--- config.mk ---
export PLATFORM = sky130hd
export DESIGN_NAME = lbt_reg
export DESIGN_NICKNAME = d
export VERILOG_FILES = /design/src/shared/lbt_pkg.sv /design/src/lbt_reg.sv /design/src/lbt_sync.sv
export SDC_FILE = /design/constraint.sdc
export NUM_CORES = 1
export LEC_CHECK = 0
export ABC_AREA = 1
export BUFFER_PORTS_ARGS = -buffer_cell sky130_fd_sc_hd__buf_2
export CAP_MARGIN = 20
export CORE_UTILIZATION = 30
export DETAILED_ROUTE_END_ITERATION = 16
export SYNTH_ARGS = -nofsm -noshare
export SYNTH_HDL_FRONTEND = slang
export SYNTH_SLANG_ARGS = --single-unit
--- constraint.sdc ---
create_clock -name clk -period 3.45 [get_ports clk]
set_clock_uncertainty 0.05 [all_clocks]
set_input_delay 0.5175 -clock clk [delete_from_list [all_inputs] [get_ports clk]]
set_output_delay 0.5175 -clock clk [all_outputs]
set_load 0.02 [all_outputs]
--- src/shared/lbt_pkg.sv ---
// Purpose: Constants, types and helpers of the boost target and status
//          register.
// Assumes: One byte-wide register at a single address, clk at 125 MHz.
// Notes:   Voltages are in millivolts; the comparators themselves are
//          analog and sit outside this logic.
// How it works
// Bit 4 reports regulator headroom, resets 0
// Headroom refreshed once at each strobe end
// Reading code field returns calibration result
// Written code sets boost target, resets 1001
// Code maps 3.825 V to 5.700 V, 125 mV steps
// Host changes code only after voltage mode enabled; code_q takes any write, with no mode check
// Bit 7 enables temperature monitoring, resets 0
// Bit 6 sets when sense below hot threshold
// Host writing 0 clears over-temperature flag
// Bit 5 sets when sense below warning threshold
// Reading the register clears the warning flag
// Over-temperature flag forces shutdown automatically
// Over-temperature stays latched until software clears
// Writes to read-only bits change nothing
package lbt_pkg;

	localparam int unsigned DATA_W    = 8;
	localparam int unsigned ADDR_W    = 8;
	localparam int unsigned CODE_W    = 4;
	localparam int unsigned MV_W      = 13;

	localparam logic [ADDR_W-1:0] TARGET_REG_ADDR = 8'h06;

	localparam int unsigned BIT_TEMP_EN  = 7;
	localparam int unsigned BIT_OVERTEMP = 6;
	localparam int unsigned BIT_WARN     = 5;
	localparam int unsigned BIT_HEADROOM = 4;
	localparam int unsigned CODE_LSB     = 0;
	localparam int unsigned SPARE_LSB    = 5;
	localparam int unsigned SPARE_W      = 3;

	localparam logic [CODE_W-1:0]  RESET_CODE     = 4'h9;
	localparam logic               RESET_FLAG     = 1'h0;
	localparam logic [SPARE_W-1:0] RESET_SPARE    = 3'h0;
	localparam logic [DATA_W-1:0]  UNMAPPED_RDATA = 8'h00;

	localparam int unsigned VOUT_MIN_MV  = 3825;
	localparam int unsigned VOUT_MAX_MV  = 5700;
	localparam int unsigned VOUT_STEP_MV = 125;
	localparam int unsigned TS_HOT_MV    = 345;
	localparam int unsigned TS_WARN_MV   = 1050;

	typedef enum logic [1:0] {
		FL_IDLE   = 2'b01,
		FL_STROBE = 2'b10
	} lbt_flash_t;

	// Linear code to target voltage
	function automatic logic [MV_W-1:0] lbt_code_to_mv(
		input logic [CODE_W-1:0] code
	);
		return MV_W'(VOUT_MIN_MV + VOUT_STEP_MV * int'(code));
	endfunction : lbt_code_to_mv

	// Assemble the readable byte
	function automatic logic [DATA_W-1:0] lbt_pack(
		input logic [SPARE_W-1:0] upper,
		input logic               headroom,
		input logic [CODE_W-1:0]  code
	);
		return {upper, headroom, code};
	endfunction : lbt_pack

endpackage : lbt_pkg

--- src/lbt_reg.sv ---
// Purpose: Boost target voltage and LED status register with headroom,
//          temperature monitor and flag handling.
// Assumes: The serial port front end presents one-cycle read and write
//          strobes with an address; flash sequencer and calibration
//          engine run on clk; comparator outputs are asynchronous.
// Notes:   THERMAL selects the variant with temperature sensing; without
//          it bits 7..5 are plain storage bits.
`timescale 1ns/1ns
`default_nettype none

module lbt_reg #(
	parameter bit          THERMAL = 1'b1,
	parameter int unsigned VCODE_W = 4
) (
	input  wire logic                          clk,
	input  wire logic                          sys_rst,
	// Register access from the serial port front end
	input  wire logic [lbt_pkg::ADDR_W-1:0]    reg_addr,
	input  wire logic                          reg_wr,
	input  wire logic [lbt_pkg::DATA_W-1:0]    reg_wdata,
	input  wire logic                          reg_rd,
	output var  logic [lbt_pkg::DATA_W-1:0]    reg_rdata,
	output var  logic                          reg_rvalid,
	// Flash sequencer, same clock
	input  wire logic                          flash_strobe,
	output var  logic                          rampdown_go,
	// Self-calibration engine, same clock
	input  wire logic                          cal_done,
	input  wire logic [lbt_pkg::CODE_W-1:0]    cal_code,
	// Analog comparators, asynchronous
	input  wire logic                          headroom_cmp,
	input  wire logic                          ts_below_warn,
	input  wire logic                          ts_below_hot,
	// Towards the power stage
	output var  logic [lbt_pkg::CODE_W-1:0]    target_voltage_code,
	output var  logic [lbt_pkg::MV_W-1:0]      target_mv,
	output var  logic                          temp_monitor_enable,
	output var  logic                          ts_bias_enable,
	output var  logic                          overtemp_flag,
	output var  logic                          temp_warning_flag,
	output var  logic                          regulator_headroom_ok,
	output var  logic                          shutdown_req,
	output var  logic                          shutdown_pulse
);

	import lbt_pkg::*;

	// Elaboration-time checks
	generate
		if (VCODE_W != CODE_W) begin : g_bad_code_w
			$error("lbt_reg serves only a 4-bit voltage code");
		end
		if (VOUT_MIN_MV + VOUT_STEP_MV * ((1 << CODE_W) - 1)
				!= VOUT_MAX_MV) begin : g_bad_scale
			$error("lbt_reg voltage scale does not close");
		end
		if (VOUT_MAX_MV >= (1 << MV_W)) begin : g_bad_mv_w
			$error("lbt_reg millivolt width too small");
		end
		// Field layout must match the packed read byte
		if (DATA_W != 8) begin : g_bad_data_w
			$error("lbt_reg serves only a byte-wide register");
		end
		if (ADDR_W < 1) begin : g_bad_addr_w
			$error("lbt_reg needs an address");
		end
		if (CODE_LSB + CODE_W != BIT_HEADROOM) begin : g_bad_code_pos
			$error("lbt_reg code field must sit below headroom bit");
		end
		if (BIT_HEADROOM + 1 != SPARE_LSB) begin : g_bad_spare_pos
			$error("lbt_reg upper field must follow headroom bit");
		end
		if (BIT_WARN != SPARE_LSB) begin : g_bad_warn_pos
			$error("lbt_reg warning bit must open upper field");
		end
		if (BIT_OVERTEMP != BIT_WARN + 1) begin : g_bad_hot_pos
			$error("lbt_reg hot bit must follow warning bit");
		end
		if (BIT_TEMP_EN != BIT_OVERTEMP + 1) begin : g_bad_en_pos
			$error("lbt_reg enable bit must follow hot bit");
		end
		if (SPARE_LSB + SPARE_W != DATA_W) begin : g_bad_spare_w
			$error("lbt_reg upper field must fill the byte");
		end
		if (CODE_W + 1 + SPARE_W != DATA_W) begin : g_bad_pack_w
			$error("lbt_reg packed fields do not fill the byte");
		end
		if (TS_HOT_MV >= TS_WARN_MV) begin : g_bad_thresholds
			$error("lbt_reg hot threshold must lie below warning");
		end
	endgenerate

	// Synchronised comparator levels
	logic [2:0] cmp_raw;
	logic [2:0] cmp_sync;
	logic       headroom_sync;
	logic       warn_sync;
	logic       hot_sync;

	// Access decode
	logic       addr_hit;
	logic       wr_hit;
	logic       rd_hit;

	// Flash strobe tracking
	lbt_flash_t flash_q;
	lbt_flash_t flash_d;
	logic       strobe_end;

	// Register contents
	logic [CODE_W-1:0]  code_q;
	logic               headroom_q;
	logic               temp_en_q;
	logic               hot_q;
	logic               warn_q;
	logic [SPARE_W-1:0] spare_q;
	logic               hot_prev_q;
	logic               rampdown_q;

	// Flag set and clear terms
	logic               mon_active;
	logic               hot_set;
	logic               hot_clr;
	logic               warn_set;
	logic               warn_clr;
	logic [SPARE_W-1:0] upper_bits;
	logic [DATA_W-1:0]  read_byte;

	assign cmp_raw = {headroom_cmp, ts_below_warn, ts_below_hot};

	lbt_sync #(
		.WIDTH    (3)
	) u_cmp_sync (
		.clk      (clk),
		.sys_rst  (sys_rst),
		.async_in (cmp_raw),
		.sync_out (cmp_sync)
	);

	assign headroom_sync = cmp_sync[2];
	assign warn_sync     = cmp_sync[1];
	assign hot_sync      = cmp_sync[0];

	assign addr_hit = (reg_addr == TARGET_REG_ADDR);
	assign wr_hit   = reg_wr & addr_hit;
	assign rd_hit   = reg_rd & addr_hit;

	// Flash strobe state: marks the single cycle at which a strobe ends
	always_comb begin
		flash_d = flash_q;
		unique case (flash_q)
			FL_IDLE: begin
				if (flash_strobe) begin
					flash_d = FL_STROBE;
				end
			end
			FL_STROBE: begin
				if (!flash_strobe) begin
					flash_d = FL_IDLE;
				end
			end
			default: begin
				flash_d = FL_IDLE;
			end
		endcase
	end

	assign strobe_end = (flash_q == FL_STROBE) & ~flash_strobe;

	always_ff @(posedge clk) begin
		if (sys_rst) begin
			flash_q <= FL_IDLE;
		end else begin
			flash_q <= flash_d;
		end
	end

	// Headroom is captured once per strobe, then held
	always_ff @(posedge clk) begin
		if (sys_rst) begin
			headroom_q <= RESET_FLAG;
		end else if (strobe_end) begin
			headroom_q <= headroom_sync;
		end
	end

	// Ramp-down is released at the same clock edge as the headroom capture
	always_ff @(posedge clk) begin
		if (sys_rst) begin
			rampdown_q <= 1'h0;
		end else begin
			rampdown_q <= strobe_end;
		end
	end

	// Voltage code: host target, overwritten by a calibration result
	always_ff @(posedge clk) begin
		if (sys_rst) begin
			code_q <= RESET_CODE;
		end else if (cal_done) begin
			code_q <= cal_code;
		end else if (wr_hit) begin
			code_q <= reg_wdata[CODE_LSB +: CODE_W];
		end
	end

	always_ff @(posedge clk) begin
		if (sys_rst) begin
			target_mv <= lbt_code_to_mv(RESET_CODE);
		end else begin
			target_mv <= lbt_code_to_mv(code_q);
		end
	end

	// Monitor enable exists only in the thermal variant
	always_ff @(posedge clk) begin
		if (sys_rst) begin
			temp_en_q <= RESET_FLAG;
		end else if (wr_hit && THERMAL) begin
			temp_en_q <= reg_wdata[BIT_TEMP_EN];
		end
	end

	// Storage bits standing in for the unused upper field
	always_ff @(posedge clk) begin
		if (sys_rst) begin
			spare_q <= RESET_SPARE;
		end else if (wr_hit && !THERMAL) begin
			spare_q <= reg_wdata[SPARE_LSB +: SPARE_W];
		end
	end

	assign mon_active = THERMAL & temp_en_q;

	// Over-temperature: sticky, cleared only by writing zero, set wins
	assign hot_set = mon_active & hot_sync;
	assign hot_clr = wr_hit & ~reg_wdata[BIT_OVERTEMP];

	always_ff @(posedge clk) begin
		if (sys_rst) begin
			hot_q <= RESET_FLAG;
		end else begin
			hot_q <= hot_set | (hot_q & ~hot_clr);
		end
	end

	// Warning: sticky, cleared by a read of this register, set wins
	assign warn_set = mon_active & warn_sync;
	assign warn_clr = rd_hit;

	always_ff @(posedge clk) begin
		if (sys_rst) begin
			warn_q <= RESET_FLAG;
		end else begin
			warn_q <= warn_set | (warn_q & ~warn_clr);
		end
	end

	// Rising edge of the latched over-temperature flag
	always_ff @(posedge clk) begin
		if (sys_rst) begin
			hot_prev_q <= RESET_FLAG;
		end else begin
			hot_prev_q <= hot_q;
		end
	end

	// Read path; read-only bits come from internal state only
	always_comb begin
		if (THERMAL) begin
			upper_bits = {temp_en_q, hot_q, warn_q};
		end else begin
			upper_bits = spare_q;
		end
		read_byte = lbt_pack(upper_bits, headroom_q, code_q);
	end

	always_ff @(posedge clk) begin
		if (sys_rst) begin
			reg_rdata <= UNMAPPED_RDATA;
		end else if (reg_rd) begin
			reg_rdata <= addr_hit ? read_byte : UNMAPPED_RDATA;
		end
	end

	always_ff @(posedge clk) begin
		if (sys_rst) begin
			reg_rvalid <= 1'h0;
		end else begin
			reg_rvalid <= reg_rd;
		end
	end

	// Outputs straight from register state
	assign target_voltage_code   = code_q;
	assign temp_monitor_enable   = temp_en_q;
	assign ts_bias_enable        = mon_active;
	assign overtemp_flag         = hot_q;
	assign temp_warning_flag     = warn_q;
	assign regulator_headroom_ok = headroom_q;
	assign rampdown_go           = rampdown_q;
	assign shutdown_req          = hot_q;
	assign shutdown_pulse        = hot_q & ~hot_prev_q;

endmodule : lbt_reg

`default_nettype wire

--- src/lbt_sync.sv ---
// Purpose: Brings asynchronous comparator levels into the clk domain.
// Assumes: Inputs are slow levels from analog comparators or pins.
// Notes:   Three stages; the output follows only when stages two and
//          three agree, so a single-cycle disagreement is held off.
`timescale 1ns/1ns
`default_nettype none

module lbt_sync #(
	parameter int unsigned WIDTH = 1
) (
	input  wire logic             clk,
	input  wire logic             sys_rst,
	input  wire logic [WIDTH-1:0] async_in,
	output var  logic [WIDTH-1:0] sync_out
);

	logic [WIDTH-1:0] stage1_q;
	logic [WIDTH-1:0] stage2_q;
	logic [WIDTH-1:0] stage3_q;
	logic [WIDTH-1:0] agree;

	generate
		if (WIDTH < 1) begin : g_bad_width
			$error("lbt_sync needs at least one bit");
		end
	endgenerate

	assign agree = ~(stage2_q ^ stage3_q);

	always_ff @(posedge clk) begin
		if (sys_rst) begin
			stage1_q <= '0;
			stage2_q <= '0;
			stage3_q <= '0;
		end else begin
			stage1_q <= async_in;
			stage2_q <= stage1_q;
			stage3_q <= stage2_q;
		end
	end

	always_ff @(posedge clk) begin
		if (sys_rst) begin
			sync_out <= '0;
		end else begin
			sync_out <= (agree & stage3_q) | (~agree & sync_out);
		end
	end

endmodule : lbt_sync

`default_nettype wire

==> results_dict.tcl <==
set metrics [dict create \
    status "complete, no violations" \
    ys_ff_latch 46 \
    cp_slowest_stage_delay_ns 0.50 \
    die-area_mm2 0.00744 \
    maxSlewViolCount 0 \
    syn-cell-area_mm2 0.00213 \
    cts_setup_buffers 0 \
    setup_tns_ns 0 \
    coreArea_mm2 0.00683 \
    syn2layout_area_growth_pct 22.9 \
    hold_viol 0 \
    grt_setup_unrepaired "no" \
    vias 1820 \
    fin_nets 378 \
    power_leakage_nw 1.30 \
    synth_warnings 0 \
    drive_above_1_share 0.248 \
    drc 0 \
    clk_latency_ns 0.30 \
    crit_type "reg2reg" \
    tightest_slew_ns 0.551 \
    antenna_cells 0 \
    grt_overflow 0 \
    path_max_fanout 8 \
    h-tree-depth 2 \
    fin_crit_sh 0.832 \
    cts_sinks 46 \
    cts_tree "built" \
    arrival_ns 3.02 \
    internal_power_uw 937 \
    crit_chain "ha_1, inv_1, fa_1, inv_1, fa_1, ha_1, nand3_1, nand2_1, inv_1, o21bai_1, nand2_1, nand2_1, nor2_1" \
    p_seq_frac 0.436 \
    synth_cell_type_count 30 \
    pwr-share-clk 0.303 \
    io_buffer_count 60 \
    hold_class "reg2reg" \
    antenna_found_initial 0 \
    start_util 0.312 \
    grt_max_degree 30 \
    powerDensity_mw_per_mm2 513 \
    ios 63 \
    path_clk_slew_ns 0.09 \
    ys_seq_area_frac 0.432 \
    numCtsBuffers 5 \
    combPwrFrac 0.262 \
    final_antenna_net_count 0 \
    swShare 0.303 \
    via_per_inst 4.26 \
    drt_pass1_iterations 4 \
    place.gp.congestion 0.826 \
    crit_buf_inv 3 \
    cp-start-kind "register" \
    drt_wl_total_um 4360 \
    grtUsageTotal 0.127 \
    synth_nets 317 \
    cp.required_ns 3.60 \
    first_global_vias 1763 \
    setup_viol 0 \
    vdd_drop_max_v 0.000242 \
    cts-resized-gates 0 \
    reg2reg_setup_slack_ns 0.58 \
    fp.dieH_um 86.3 \
    drtIter0Drc 55 \
    slew_headroom 0.632 \
    worst_setup_path_end_kind "register" \
    clock_path_buffers 2 \
    cts_root_buffer "clkbuf_8" \
    ctsHoldBuffers 0 \
    max_freq_mhz 348 \
    critPathSlowestCell "dfxtp_1" \
    die_w_um 86.3 \
    post_drt_wl_per_cell_um 10.2 \
    dp.final_hpwl_um 3210 \
    synthCells 270 \
    drv_cap 0 \
    fin_hold_ws_ns 0.356 \
    num_rows 30 \
    cp_top_family "adder cells" \
    post-route-min-period_ns 2.87 \
    p_switching_uw 408 \
    grt_first_pass_wirelength_um 7460 \
    avgSynthCellArea_um2 7.89 \
]
-- cell type report --
type | instances | area [um^2]
clock buffers | 6 | 82.6
clock inverters | 1 | 30.0
fillers | 744 | 4210
inverters | 38 | 143
multi-input cells | 178 | 1010
flip-flops and latches | 46 | 921
well taps | 96 | 120
repair buffers | 62 | 315
-- placed cells by master (no fill, tap or decap), types with 3 or more instances in the layout --
cell and n:
buf_2 60, nand2_1 52, dfxtp_1 46, inv_1 36, nor2_1 32, a21oi_1 21
nand3_1 21, ha_1 16, o21ai_0 9, clkbuf_8 6, or2_2 4, nand3_2 3
nand4_1 3
-- cells in the mapped netlist --
cell / n / area [um^2]
o21ai_2: 1 / 8.76
nand4_1: 3 / 18.8
nand2_1: 52 / 195
xnor2_1: 1 / 8.76
mux2i_1: 2 / 20.0
ha_1: 16 / 200
dfxtp_1: 46 / 921
nand3_2: 3 / 30.0
clkbuf_8: 1 / 13.8
inv_2: 1 / 3.75
o21ai_0: 9 / 45.0
a21oi_2: 1 / 8.76
nand2_2: 2 / 12.5
nand3_1: 21 / 105
nor2_1: 32 / 120
inv_1: 36 / 135
buf_2: 4 / 20.0
o21bai_1: 1 / 7.51
fa_1: 2 / 40.0
a21oi_1: 21 / 105
buf_4: 2 / 15.0
or2_2: 4 / 25.0
o21a_1: 1 / 7.51
a21o_1: 1 / 7.51
nand3b_1: 1 / 7.51
buf_6: 1 / 11.3
clkinv_1: 1 / 3.75
nor3_1: 1 / 5.00
nor2_4: 1 / 11.3
xor2_1: 2 / 17.5
-- state kept, by name, indices dropped and copies added (netlist names), named ones only --
signal and count:
flash_q 2, hot_prev_q 1, overtemp_flag 1, rampdown_go 1
reg_rdata 8, reg_rvalid 1, regulator_headroom_ok 1, target_mv 13
target_voltage_code 4, temp_monitor_enable 1, temp_warning_flag 1, u_cmp_sync.stage1_q 3
u_cmp_sync.stage2_q 3, u_cmp_sync.stage3_q 3
-- worst register-to-register path, stage by stage (launching register included) --
cell and delay, ns:
dfxtp_1 0.50, ha_1 0.20, inv_1 0.06, fa_1 0.48, inv_1 0.06, fa_1 0.45
ha_1 0.34, nand3_1 0.09, nand2_1 0.13, inv_1 0.05, o21bai_1 0.17, nand2_1 0.08
nand2_1 0.06, nor2_1 0.04
-- per-stage QoR --
step / area (um^2) / power (mW) / utilization / instances / setup WS (ns)
3_5_place_dp: 2510 / 0.952 / 0.367 / 420 / 0.567
6_report: 2620 / 1.34 / 0.383 / 427 / 0.579
5_1_grt: 2620 / 1.43 / 0.383 / 427 / 0.335
2_1_floorplan: 2130 / 0.858 / - / 270 / 0.651
3_3_place_gp: 2510 / 0.945 / 0.367 / 420 / 0.597
4_1_cts: 2620 / 1.36 / 0.383 / 427 / 0.554
-- final timing paths --
check | cells after the start | start | endpoint
max | 13 | target_voltage_code[1] | target_mv[7]
min | 2 | u_cmp_sync.stage1_q[0] | u_cmp_sync.stage2_q[0]
max reg2reg | 13 | target_voltage_code[1] | target_mv[7]
min reg2reg | 2 | u_cmp_sync.stage1_q[0] | u_cmp_sync.stage2_q[0]
-- routing by layer --
metal,wire length (um),track usage,part of all wire,vias up
li1,-,-,-,976
met1,1950,0.139,0.45,801
met2,2190,0.239,0.50,37
met3,187,0.0333,0.043,6
met4,33,0.0364,0.0076,0
met5,0,0,0,-
-- power groups by stage --
stage / sequential [mW] / combinational (mW) / clock, mW
2_1_floorplan: 0.645 / 0.213 / 0
5_1_grt: 0.591 / 0.403 / 0.438
3_5_place_dp: 0.599 / 0.353 / 0
4_1_cts: 0.587 / 0.355 / 0.418
6_report: 0.586 / 0.352 / 0.407
3_3_place_gp: 0.598 / 0.346 / 0
-- logic make-up after synthesis --
family | after synthesis | share of synthesized area
and+or+nand+nor | 120 | 0.249
xor gates and xnor gates | 3 | 0.0123
DFF | 46 | 0.432
adders and majority gates | 18 | 0.113
buffers and inverters | 46 | 0.0951
muxes | 2 | 0.00940
AOI/OAI and AO/OA | 35 | 0.0893
Note: power is estimated with default switching activity, not from simulation.
